===== config.mk =====
export PLATFORM = sky130hd
export DESIGN_NAME = serial_dac_word_loader
export DESIGN_NICKNAME = d
export VERILOG_FILES = /design/src/logic/word_fifo.v /design/src/logic/serial_dac_word_loader.v
export VERILOG_INCLUDE_DIRS = /design/src /design/src/logic
export SDC_FILE = /design/constraint.sdc
export NUM_CORES = 1
export LEC_CHECK = 0
export BUFFER_PORTS_ARGS = -buffer_cell sky130_fd_sc_hd__buf_2
export CAP_MARGIN = 20
export CORE_AREA = 2 2 120 122
export DETAILED_ROUTE_END_ITERATION = 8
export DIE_AREA = 0 0 122 124
export GPL_ROUTABILITY_DRIVEN = 1
export PLACE_DENSITY = 0.61
export SLEW_MARGIN = 20
export SYNTH_ARGS = -nofsm -noshare
export SYNTH_HDL_FRONTEND = slang
export SYNTH_SLANG_ARGS = --single-unit
export TNS_END_PERCENT = 20

===== constraint.sdc =====
create_clock -name clk_sys -period 4.3 [get_ports clk_sys]
set_clock_uncertainty 0.15 [all_clocks]
set_input_delay 0.86 -clock clk_sys [delete_from_list [all_inputs] [get_ports clk_sys]]
set_output_delay 0.86 -clock clk_sys [all_outputs]
set_load 0.02 [all_outputs]

===== src/logic/serial_dac_word_loader_defines.vh =====
// constants shared by the serial dac word loader and its fifo
`ifndef SERIAL_DAC_WORD_LOADER_DEFINES_VH
`define SERIAL_DAC_WORD_LOADER_DEFINES_VH

// ------------------------------------------------------------
// frame and latch layout
// ------------------------------------------------------------
`define SHIFT_WIDTH         16
`define LATCH_WIDTH         12
`define CODE_WIDTH          10
`define LATCH_MSB           11
`define LATCH_LSB           0
`define CODE_MSB            11
`define CODE_LSB            2
`define SHIFT_MSB           15
`define BIT_COUNT_WIDTH     5
`define BIT_COUNT_MAX       5'h10
`define BIT_COUNT_ZERO      5'h00
`define BIT_COUNT_ONE       5'h01
`define MIN_FRAME_BITS      5'h0c

// ------------------------------------------------------------
// reset values
// ------------------------------------------------------------
`define SHIFT_RESET         16'h0000
`define LATCH_RESET         12'h000
`define SYNC_RESET          1'b0
`define CS_SYNC_RESET       1'b1
`define DOUT_RESET          1'b0
`define PULSE_RESET         1'b0

// ------------------------------------------------------------
// fifo geometry
// ------------------------------------------------------------
`define FIFO_DEPTH          8
`define FIFO_ADDR_WIDTH     3
`define FIFO_PTR_ONE        3'h1
`define FIFO_PTR_ZERO       3'h0
`define FIFO_COUNT_ZERO     4'h0
`define FIFO_COUNT_ONE      4'h1
`define FIFO_COUNT_FULL     4'h8

// ------------------------------------------------------------
// timing, system clock and update period
// ------------------------------------------------------------
`define CLK_SYS_PERIOD_NS   40
`define UPDATE_PERIOD_NS    820
`define UPDATE_PERIOD_CYC   ((`UPDATE_PERIOD_NS + `CLK_SYS_PERIOD_NS - 1) / `CLK_SYS_PERIOD_NS)

`endif


===== src/logic/word_fifo.v =====
// small synchronous fifo with valid and ready on both sides
`include "serial_dac_word_loader_defines.vh"
`default_nettype none

module word_fifo #(
    parameter WIDTH      = `LATCH_WIDTH,
    parameter DEPTH      = `FIFO_DEPTH,
    parameter ADDR_WIDTH = `FIFO_ADDR_WIDTH
) (
    // clock and reset
    input  wire                  clk_sys,
    input  wire                  reset,
    // filling side
    input  wire                  in_valid,
    output wire                  in_ready,
    input  wire [WIDTH-1:0]      in_data,
    // draining side
    output wire                  out_valid,
    input  wire                  out_ready,
    output wire [WIDTH-1:0]      out_data,
    // level
    output wire [ADDR_WIDTH:0]   level
);

    reg  [WIDTH-1:0]      mem_reg [0:DEPTH-1];
    reg  [ADDR_WIDTH-1:0] wr_ptr_reg;
    reg  [ADDR_WIDTH-1:0] rd_ptr_reg;
    reg  [ADDR_WIDTH:0]   count_reg;
    wire                  push;
    wire                  pop;

    // ------------------------------------------------------------
    // flags
    // ------------------------------------------------------------
    assign in_ready  = (count_reg != DEPTH[ADDR_WIDTH:0]);
    assign out_valid = (count_reg != `FIFO_COUNT_ZERO);
    assign push      = in_valid & in_ready;
    assign pop       = out_valid & out_ready;
    assign out_data  = mem_reg[rd_ptr_reg];
    assign level     = count_reg;

    // ------------------------------------------------------------
    // storage
    // ------------------------------------------------------------
    always @(posedge clk_sys) begin
        if (push) begin
            mem_reg[wr_ptr_reg] <= in_data;
        end
    end

    // ------------------------------------------------------------
    // pointers and count
    // ------------------------------------------------------------
    always @(posedge clk_sys or posedge reset) begin
        if (reset) begin
            wr_ptr_reg <= `FIFO_PTR_ZERO;
            rd_ptr_reg <= `FIFO_PTR_ZERO;
            count_reg  <= `FIFO_COUNT_ZERO;
        end else begin
            if (push) begin
                wr_ptr_reg <= wr_ptr_reg + `FIFO_PTR_ONE;
            end
            if (pop) begin
                rd_ptr_reg <= rd_ptr_reg + `FIFO_PTR_ONE;
            end
            if (push & ~pop) begin
                count_reg <= count_reg + `FIFO_COUNT_ONE;
            end else if (pop & ~push) begin
                count_reg <= count_reg - `FIFO_COUNT_ONE;
            end
        end
    end

endmodule // word_fifo

`default_nettype wire


===== src/logic/serial_dac_word_loader.v =====
// serial load path of a ten bit voltage output dac
`include "serial_dac_word_loader_defines.vh"
`default_nettype none

module serial_dac_word_loader (
    // clock and reset
    input  wire                          clk_sys,
    input  wire                          reset,
    // serial pins
    input  wire                          chip_select_n,
    input  wire                          serial_clock,
    input  wire                          serial_data_in,
    output wire                          serial_data_out,
    // converter core side
    input  wire                          converter_ready,
    output wire [`LATCH_WIDTH-1:0]       dac_latch,
    output wire [`CODE_WIDTH-1:0]        dac_code,
    output wire                          dac_update,
    // status
    output wire                          load_ready,
    output wire                          frame_dropped,
    output wire                          frame_short
);

    // ------------------------------------------------------------
    // pin synchronisers
    // ------------------------------------------------------------
    reg                          cs_meta_reg;
    reg                          cs_sync_reg;
    reg                          cs_last_reg;
    reg                          clk_meta_reg;
    reg                          clk_sync_reg;
    reg                          clk_last_reg;
    reg                          din_meta_reg;
    reg                          din_sync_reg;

    always @(posedge clk_sys or posedge reset) begin
        if (reset) begin
            cs_meta_reg  <= `CS_SYNC_RESET;
            cs_sync_reg  <= `CS_SYNC_RESET;
            cs_last_reg  <= `CS_SYNC_RESET;
            clk_meta_reg <= `SYNC_RESET;
            clk_sync_reg <= `SYNC_RESET;
            clk_last_reg <= `SYNC_RESET;
            din_meta_reg <= `SYNC_RESET;
            din_sync_reg <= `SYNC_RESET;
        end else begin
            cs_meta_reg  <= chip_select_n;
            cs_sync_reg  <= cs_meta_reg;
            cs_last_reg  <= cs_sync_reg;
            clk_meta_reg <= serial_clock;
            clk_sync_reg <= clk_meta_reg;
            clk_last_reg <= clk_sync_reg;
            din_meta_reg <= serial_data_in;
            din_sync_reg <= din_meta_reg;
        end
    end

    // ------------------------------------------------------------
    // edge detection
    // ------------------------------------------------------------
    wire selected;
    wire clk_rise;
    wire clk_fall;
    wire cs_rise;

    assign selected = ~cs_sync_reg;
    assign clk_rise = clk_sync_reg & ~clk_last_reg & selected;
    assign clk_fall = ~clk_sync_reg & clk_last_reg & selected;
    assign cs_rise  = cs_sync_reg & ~cs_last_reg;

    // ------------------------------------------------------------
    // input shift register
    // ------------------------------------------------------------
    reg  [`SHIFT_WIDTH-1:0]      shift_reg;
    reg  [`SHIFT_WIDTH-1:0]      shift_next;
    reg  [`BIT_COUNT_WIDTH-1:0]  bit_count_reg;
    reg  [`BIT_COUNT_WIDTH-1:0]  bit_count_next;

    always @* begin
        shift_next     = shift_reg;
        bit_count_next = bit_count_reg;
        if (clk_rise) begin
            // msb first: new bits enter at the bottom
            shift_next = {shift_reg[`SHIFT_MSB-1:0], din_sync_reg};
            if (bit_count_reg != `BIT_COUNT_MAX) begin
                bit_count_next = bit_count_reg + `BIT_COUNT_ONE;
            end
        end
        if (cs_rise) begin
            bit_count_next = `BIT_COUNT_ZERO;
        end
    end

    always @(posedge clk_sys or posedge reset) begin
        if (reset) begin
            shift_reg     <= `SHIFT_RESET;
            bit_count_reg <= `BIT_COUNT_ZERO;
        end else begin
            shift_reg     <= shift_next;
            bit_count_reg <= bit_count_next;
        end
    end

    // ------------------------------------------------------------
    // serial data out
    // ------------------------------------------------------------
    reg                          dout_reg;
    reg                          dout_next;

    always @* begin
        dout_next = dout_reg;
        if (clk_fall) begin
            // oldest bit of the register, shifted in fifteen rising clocks earlier
            dout_next = shift_reg[`SHIFT_MSB];
        end
    end

    always @(posedge clk_sys or posedge reset) begin
        if (reset) begin
            dout_reg <= `DOUT_RESET;
        end else begin
            dout_reg <= dout_next;
        end
    end

    assign serial_data_out = dout_reg;

    // ------------------------------------------------------------
    // frame capture into the fifo
    // ------------------------------------------------------------
    wire [`LATCH_WIDTH-1:0]      frame_word;
    wire                         fifo_in_ready;
    wire                         fifo_out_valid;
    wire [`LATCH_WIDTH-1:0]      fifo_out_data;
    wire                         fifo_pop;
    reg                          dropped_reg;
    reg                          short_reg;

    // last twelve shifted bits, whatever the frame length
    assign frame_word = shift_reg[`LATCH_MSB:`LATCH_LSB];

    word_fifo #(
        .WIDTH      (`LATCH_WIDTH),
        .DEPTH      (`FIFO_DEPTH),
        .ADDR_WIDTH (`FIFO_ADDR_WIDTH)
    ) u_word_fifo (
        .clk_sys   (clk_sys),
        .reset     (reset),
        .in_valid  (cs_rise),
        .in_ready  (fifo_in_ready),
        .in_data   (frame_word),
        .out_valid (fifo_out_valid),
        .out_ready (converter_ready),
        .out_data  (fifo_out_data),
        .level     ()
    );

    assign fifo_pop   = fifo_out_valid & converter_ready;
    assign load_ready = fifo_in_ready;

    // ------------------------------------------------------------
    // frame status pulses
    // ------------------------------------------------------------
    always @(posedge clk_sys or posedge reset) begin
        if (reset) begin
            dropped_reg <= `PULSE_RESET;
            short_reg   <= `PULSE_RESET;
        end else begin
            dropped_reg <= cs_rise & ~fifo_in_ready;
            short_reg   <= cs_rise & (bit_count_reg < `MIN_FRAME_BITS);
        end
    end

    assign frame_dropped = dropped_reg;
    assign frame_short   = short_reg;

    // ------------------------------------------------------------
    // dac register
    // ------------------------------------------------------------
    reg  [`LATCH_WIDTH-1:0]      latch_reg;
    reg  [`LATCH_WIDTH-1:0]      latch_next;
    reg                          update_reg;

    always @* begin
        latch_next = latch_reg;
        if (fifo_pop) begin
            latch_next = fifo_out_data;
        end
    end

    always @(posedge clk_sys or posedge reset) begin
        if (reset) begin
            latch_reg  <= `LATCH_RESET;
            update_reg <= `PULSE_RESET;
        end else begin
            latch_reg  <= latch_next;
            update_reg <= fifo_pop;
        end
    end

    assign dac_latch  = latch_reg;
    // straight binary code, sub-lsb bits dropped
    assign dac_code   = latch_reg[`CODE_MSB:`CODE_LSB];
    assign dac_update = update_reg;

endmodule // serial_dac_word_loader

`default_nettype wire


# After elaboration in Yosys (flattened, before gate mapping)
# Memory sizes are Yosys's and may differ from the RTL's. A register that Yosys moved wholly into a read port is not among the register bits.
# Index checks and enable logic that the tools add are counted.
# word_totals
reg_bits	43
ramBits	96
input_bits	6
output_inout_bits	27
wordCells	56
n_memories	1
# memory_table
name	words	word_bits	read_ports	rd_ports_with_merged_regs	write_ports	line_no	rtl
u_word_fifo.mem_reg	8	12	1	1	1	word_fifo.v:25	reg [WIDTH-1:0] mem_reg [0:DEPTH-1];
# op_classes
n_addsub	5
n_lt_le_gt_ge	1
eq_ne	2
muxes	7
n_bitwise	18
reduce_logical	5
# op_table
operator	count
$mux W5	3
$and A1 B1 Y1	11
$mux W4	2
$not A1 Y1	7
$add A3 B1 Y3 const B	2
$reduce_bool A2 Y1	3
$add A5 B1 Y5 const B	1
$lt A5 B4 Y1 const B	1
$ne A5 B5 Y1 const B	1
$add A4 B1 Y4 const B	1
$ne A4 B4 Y1 const B	1
$reduce_bool A4 Y1	1
$sub A4 B1 Y4 const B	1
$mux W1	2
$reduce_and A2 Y1	1

# Logic depth before layout (Yosys ltp)
# logic_depth
word_depth	7
depth_mapped	10
ltp_nobuf	9

# Hierarchy
# Synthesis repeated with hierarchy kept, for this count alone.
# hier_totals
hier_cells	320
area_unflattened_um2	6120.9
# modules_own_cells
mod	n_inst	cells_per_inst	area_each_um2	seq_area_each_um2
word_fifo	1	202	4321.6	3133.0
serial_dac_word_loader	1	118	1799.2	1129.8

# Worst setup path after synthesis
# OpenSTA, ideal clock, no wires.
# synth_timing
kind	register -> register
startpoint	reg u_word_fifo.count_reg[0], in the netlist u_word_fifo.level[0]
endpoint	reg u_word_fifo.count_reg[3], in the netlist u_word_fifo.level[3]
setup_ns	0.126
arrival_time_ns	2.766
required_time_ns	4.024
setup_slack_ns	1.258
stages_incl_launch_ff	11
path_buffers	1
synth_period_minus_slack_ns	3.042
path_cell_list	dfrtp_1 > or3_4 > o21ai_4 > buf_6 > ha_1 > inv_1 > ha_1 > a21o_2 > a2111oi_2 > a31oi_1 > a221o_1
# synth_via
elab_chain_len	5
word_cells_on_any_way	13
classes_between	add/sub: 2; eq/ne: 1; mux: 2; bitwise: 6; reduce/logical: 2
# synth_lines
element	line_no	rtl
from (decl)	word_fifo.v:28	reg [ADDR_WIDTH:0] count_reg;
from (signal assigned)	word_fifo.v:58	count_reg <= `FIFO_COUNT_ZERO;
from (signal assigned)	word_fifo.v:67	count_reg <= count_reg + `FIFO_COUNT_ONE;
from (signal assigned)	word_fifo.v:69	count_reg <= count_reg - `FIFO_COUNT_ONE;
parallel branches: the longest is 5 deep, another holds $sub A4 B1 Y4	n/a	
# Parallel ways; which one is timed is not known. The select of a mux whose other input is x is not followed.
# A chain may end at the register's enable or synchronous reset.

# Worst setup path after layout
# Ends and elaborated chain as after synthesis.

==> impl_metrics.prom <==
# TYPE chip_impl_metric gauge
chip_impl_metric{name="synth_area",unit="mm²"} 0.00607
chip_impl_metric{name="post_place_cells",unit=""} 565
chip_impl_info{name="cts_tree",value="built"} 1
chip_impl_metric{name="grt_antenna_before_repair",unit=""} 0
chip_impl_metric{name="chipHeight",unit="µm"} 124
chip_impl_metric{name="synth.ff_latch_count",unit=""} 151
chip_impl_metric{name="layout_min_cycle_time",unit="ps"} 3510
chip_impl_metric{name="synth-seq-area-share",unit=""} 0.702
chip_impl_metric{name="cts.clk_slew.worst_paths",unit="ps"} 60
chip_impl_metric{name="clock_power_share",unit=""} 0.283
chip_impl_metric{name="detailedRoute.firstIterationViolations",unit=""} 302
chip_impl_info{name="status",value="completed"} 1
chip_impl_metric{name="finish.instance_area",unit="mm²"} 0.00685
chip_impl_metric{name="setup_viol",unit=""} 0
chip_impl_metric{name="clock-sinks",unit=""} 151
chip_impl_metric{name="placement.cell_area",unit="mm²"} 0.00631
chip_impl_metric{name="setup.reg_to_reg.worst_slack",unit="ps"} 790
chip_impl_metric{name="hold_depth",unit=""} 0
chip_impl_metric{name="via_to_cell_ratio",unit=""} 5.08
chip_impl_metric{name="cts_setup_buffers",unit=""} 0
chip_impl_metric{name="post_cts_resized",unit=""} 0
chip_impl_metric{name="synth_edf_count",unit=""} 96
chip_impl_info{name="critical_path_start_type",value="flop"} 1
chip_impl_info{name="worstSetupEndpointType",value="flop"} 1
chip_impl_metric{name="cap_viol_max_count",unit=""} 0
chip_impl_metric{name="drt_drc_violations_left",unit=""} 0
chip_impl_metric{name="synth_compound_gate_area_share",unit=""} 0.0618
chip_impl_metric{name="switching_share",unit=""} 0.314
chip_impl_metric{name="design.core.area",unit="mm²"} 0.0137
chip_impl_metric{name="max_slew.worst_pin.slew",unit="ps"} 1020
chip_impl_metric{name="async_reset_ff_frac",unit=""} 0.364
chip_impl_metric{name="net-switching-power",unit="mW"} 1.46
chip_impl_metric{name="chipWidth",unit="µm"} 122
chip_impl_metric{name="std_cell_rows",unit=""} 43
chip_impl_metric{name="numCtsBuffers",unit=""} 17
chip_impl_metric{name="net_count_after_synthesis",unit=""} 385
chip_impl_metric{name="synth_cells",unit=""} 371
chip_impl_metric{name="fillers",unit=""} 1170
chip_impl_metric{name="synthesis.area_per_instance",unit="µm²"} 16.4
chip_impl_metric{name="drive_gt1_frac",unit=""} 0.321
chip_impl_metric{name="route.vias.total",unit=""} 3035
chip_impl_metric{name="clock_latency",unit="ps"} 420
chip_impl_info{name="timing.hold.worst.class",value="reg -> reg"} 1
chip_impl_metric{name="power_density",unit="mW/mm²"} 678
chip_impl_metric{name="timing.setup.tns",unit="ps"} 0
chip_impl_info{name="postSynth.topFlopCell",value="edfxtp_1"} 1
chip_impl_info{name="grt_setup_unrepaired",value="false"} 1
chip_impl_metric{name="grt_overall_usage",unit=""} 0.146
chip_impl_metric{name="overflow",unit=""} 0
chip_impl_metric{name="ant_cells",unit=""} 0
chip_impl_metric{name="port_buffers",unit=""} 32
chip_impl_metric{name="floorplan.initialDensity",unit=""} 0.443
chip_impl_metric{name="total_leakage_power",unit="nW"} 2.67
chip_impl_metric{name="ys_warn_count",unit=""} 0
chip_impl_metric{name="synthesized_area_fraction_occupied_by_and_or_nand_nor_cells",unit=""} 0.0457
chip_impl_info{name="min_from",value="clk_meta_reg$_DFF_PP0_"} 1
chip_impl_metric{name="internal-power",unit="mW"} 3.19
chip_impl_metric{name="ir_drop",unit="µV"} 301
chip_impl_metric{name="cts.htree.levels",unit=""} 4
chip_impl_info{name="largest_family_of_logic_cells_by_synthesized_area",value="multiplexers"} 1
chip_impl_metric{name="route.final.wire_length",unit="µm"} 9880
chip_impl_metric{name="final_hold_vio_count",unit=""} 0
chip_impl_metric{name="grt_max_degree",unit=""} 33
chip_impl_info{name="critical_path.reg2reg.startpoint",value="u_word_fifo.level[0]$_DFFE_PP0P_"} 1
chip_impl_metric{name="final_antenna_net_count",unit=""} 0
chip_impl_metric{name="crit_share_post_route",unit=""} 0.817
chip_impl_info{name="whs_endpoint",value="clk_sync_reg$_DFF_PP0_"} 1
chip_impl_metric{name="dpl.hpwl",unit="µm"} 6440
chip_impl_metric{name="utilization",unit=""} 0.499
chip_impl_metric{name="largest_register_ff_count",unit=""} 96
chip_impl_metric{name="timing.critical_path.fanout_max",unit=""} 28
chip_impl_metric{name="route.detailed.wl_per_inst",unit="µm"} 16.5
chip_impl_metric{name="power.share.sequential",unit=""} 0.463
chip_impl_metric{name="cts.hold.buffers_added",unit=""} 0
chip_impl_metric{name="synth.lib_cells_used.distinct",unit=""} 42
chip_impl_metric{name="stdcell_count",unit=""} 598
chip_impl_metric{name="worst-r2r-cell-count",unit=""} 9
chip_impl_metric{name="yosys.area_share.xor_xnor",unit=""} 0.0101
chip_impl_metric{name="crit_arrival",unit="ps"} 3670
chip_impl_metric{name="grt_pass1_wl",unit="µm"} 16000
chip_impl_metric{name="dieArea",unit="mm²"} 0.0151
chip_impl_metric{name="yosys-mux-area-fraction",unit=""} 0.126
chip_impl_metric{name="cp_data_required_time",unit="ps"} 4450
chip_impl_metric{name="layout.nets",unit=""} 419
chip_impl_info{name="criticalPathCategory",value="reg -> reg"} 1
chip_impl_metric{name="gp_routability_congestion",unit=""} 0.720
chip_impl_metric{name="power.combinational.fraction",unit=""} 0.254
chip_impl_metric{name="achievable-frequency",unit="MHz"} 285
chip_impl_metric{name="final-max-slew-violation-count",unit=""} 0
chip_impl_metric{name="cts.path.max_buffers",unit=""} 2
chip_impl_info{name="cts.root.buffer_cell",value="clkbuf_16"} 1
chip_impl_metric{name="area_growth_syn_to_layout",unit="%"} 12.8
chip_impl_info{name="post_synth_main_area_contributors",value="edfxtp_1 47%, dfrtp_1 21%, mux2_2 8.3%, mux2i_1 4.3%, a221o_1 2.1%"} 1
chip_impl_metric{name="first_pass_iters",unit=""} 4
chip_impl_metric{name="maxSlewHeadroom",unit=""} 0.316
chip_impl_info{name="synth_top_cell_by_area",value="edfxtp_1"} 1
chip_impl_metric{name="first_global_vias",unit=""} 3096
chip_impl_metric{name="synth-adder-area-share",unit=""} 0.0177
chip_impl_info{name="regToRegEndpoint",value="u_word_fifo.level[3]$_DFFE_PP0P_"} 1
chip_impl_metric{name="io_pins",unit=""} 33
chip_impl_metric{name="synthDominantCellAreaShare",unit=""} 0.475
-- worst max-delay path, stage by stage (launching register included) --
cell	delay [ps]
dfrtp_1	440
or3_4	420
o21ai_4	600
ha_1	330
inv_1	120
ha_1	290
a21o_2	240
a2111oi_2	380
a31oi_1	90
a221o_1	320
-- kinds of logic after synthesis --
logic type	Yosys count
AO/OA/AOI/OAI	47
XOR/XNOR	7
adder cells (fa/ha/maj)	8
buffers and inverters	30
flip-flops	151
multiplexers	71
AND/OR/NAND/NOR	57
-- metrics by stage --
step	setup slack (ps)	power, mW	hold WS [ps]
2_1_floorplan	1260	3.13	181
3_3_place_gp	906	3.33	186
3_5_place_dp	768	3.38	189
4_1_cts	763	4.70	202
5_1_grt	557	4.93	206
6_report	785	4.65	200
-- worst max-delay path by stage --
stage	endpoint	slack, ps	depth (start not counted)	from
after global placement	u_word_fifo.level[3]$_DFFE_PP0P_	910	9	u_word_fifo.level[0]$_DFFE_PP0P_
after global routing	u_word_fifo.level[3]$_DFFE_PP0P_	560	9	u_word_fifo.level[0]$_DFFE_PP0P_
after CTS	u_word_fifo.level[3]$_DFFE_PP0P_	760	9	u_word_fifo.level[0]$_DFFE_PP0P_
after detailed placement	u_word_fifo.level[3]$_DFFE_PP0P_	770	9	u_word_fifo.level[0]$_DFFE_PP0P_
final	u_word_fifo.level[3]$_DFFE_PP0P_	790	9	u_word_fifo.level[0]$_DFFE_PP0P_
after floorplan	u_word_fifo.level[3]$_DFFE_PP0P_	1260	10	u_word_fifo.level[0]$_DFFE_PP0P_
-- layout by cell type (no fill, tap or decap), types with 2 or more instances in the layout --
cell,n
nor2_1,11
a221o_1,13
nor2_2,2
inv_1,3
o21ai_2,6
nand2_1,24
clkinvlp_4,2
dfstp_2,3
edfxtp_1,96
clkbuf_1,4
xor2_1,2
xnor2_1,5
mux2i_1,26
mux2_2,45
clkbuf_16,17
nor2b_1,2
nor3_1,5
o21ai_1,6
dfrtp_1,51
buf_4,8
inv_2,2
clkinv_2,7
buf_2,32
nand2b_1,5
ha_1,7
o22ai_1,12
-- area by class of cell --
type / count / area, µm² / area share
timing repair buffer: 40 / 220 / 0.0321
tap: 180 / 225 / 0.0329
clock inverter: 11 / 83.8 / 0.0122
multi-input combinational: 190 / 1600 / 0.233
sequential: 151 / 4260 / 0.622
inverter: 5 / 18.8 / 0.00274
clock buffer: 21 / 440 / 0.0643
-- cell usage after synthesis, types with 6 or more instances --
master    count
o22ai_1      12
o21ai_1       6
nand2_1      24
dfrtp_1      52
edfxtp_1     96
nor2_1       13
buf_4        14
o21ai_2       6
a221o_1      13
mux2i_1      26
mux2_2       45
ha_1          7
-- power by group through the flow --
stage          Clock, mW  Combinational, mW  Sequential, mW
2_1_floorplan          0               1.01            2.13
3_3_place_gp           0               1.17            2.16
3_5_place_dp           0               1.19            2.18
4_1_cts             1.35               1.20            2.15
5_1_grt             1.42               1.31            2.20
6_report            1.32               1.18            2.15
-- per-layer routing --
metal / vias up / share of wire / global-route usage
met5: - / 0 / 0
met4: 0 / 0.015 / 0.0625
li1: 1464 / - / -
met1: 1494 / 0.46 / 0.185
met2: 62 / 0.48 / 0.229
met3: 15 / 0.044 / 0.0517
(Power assumes the default switching activity.)
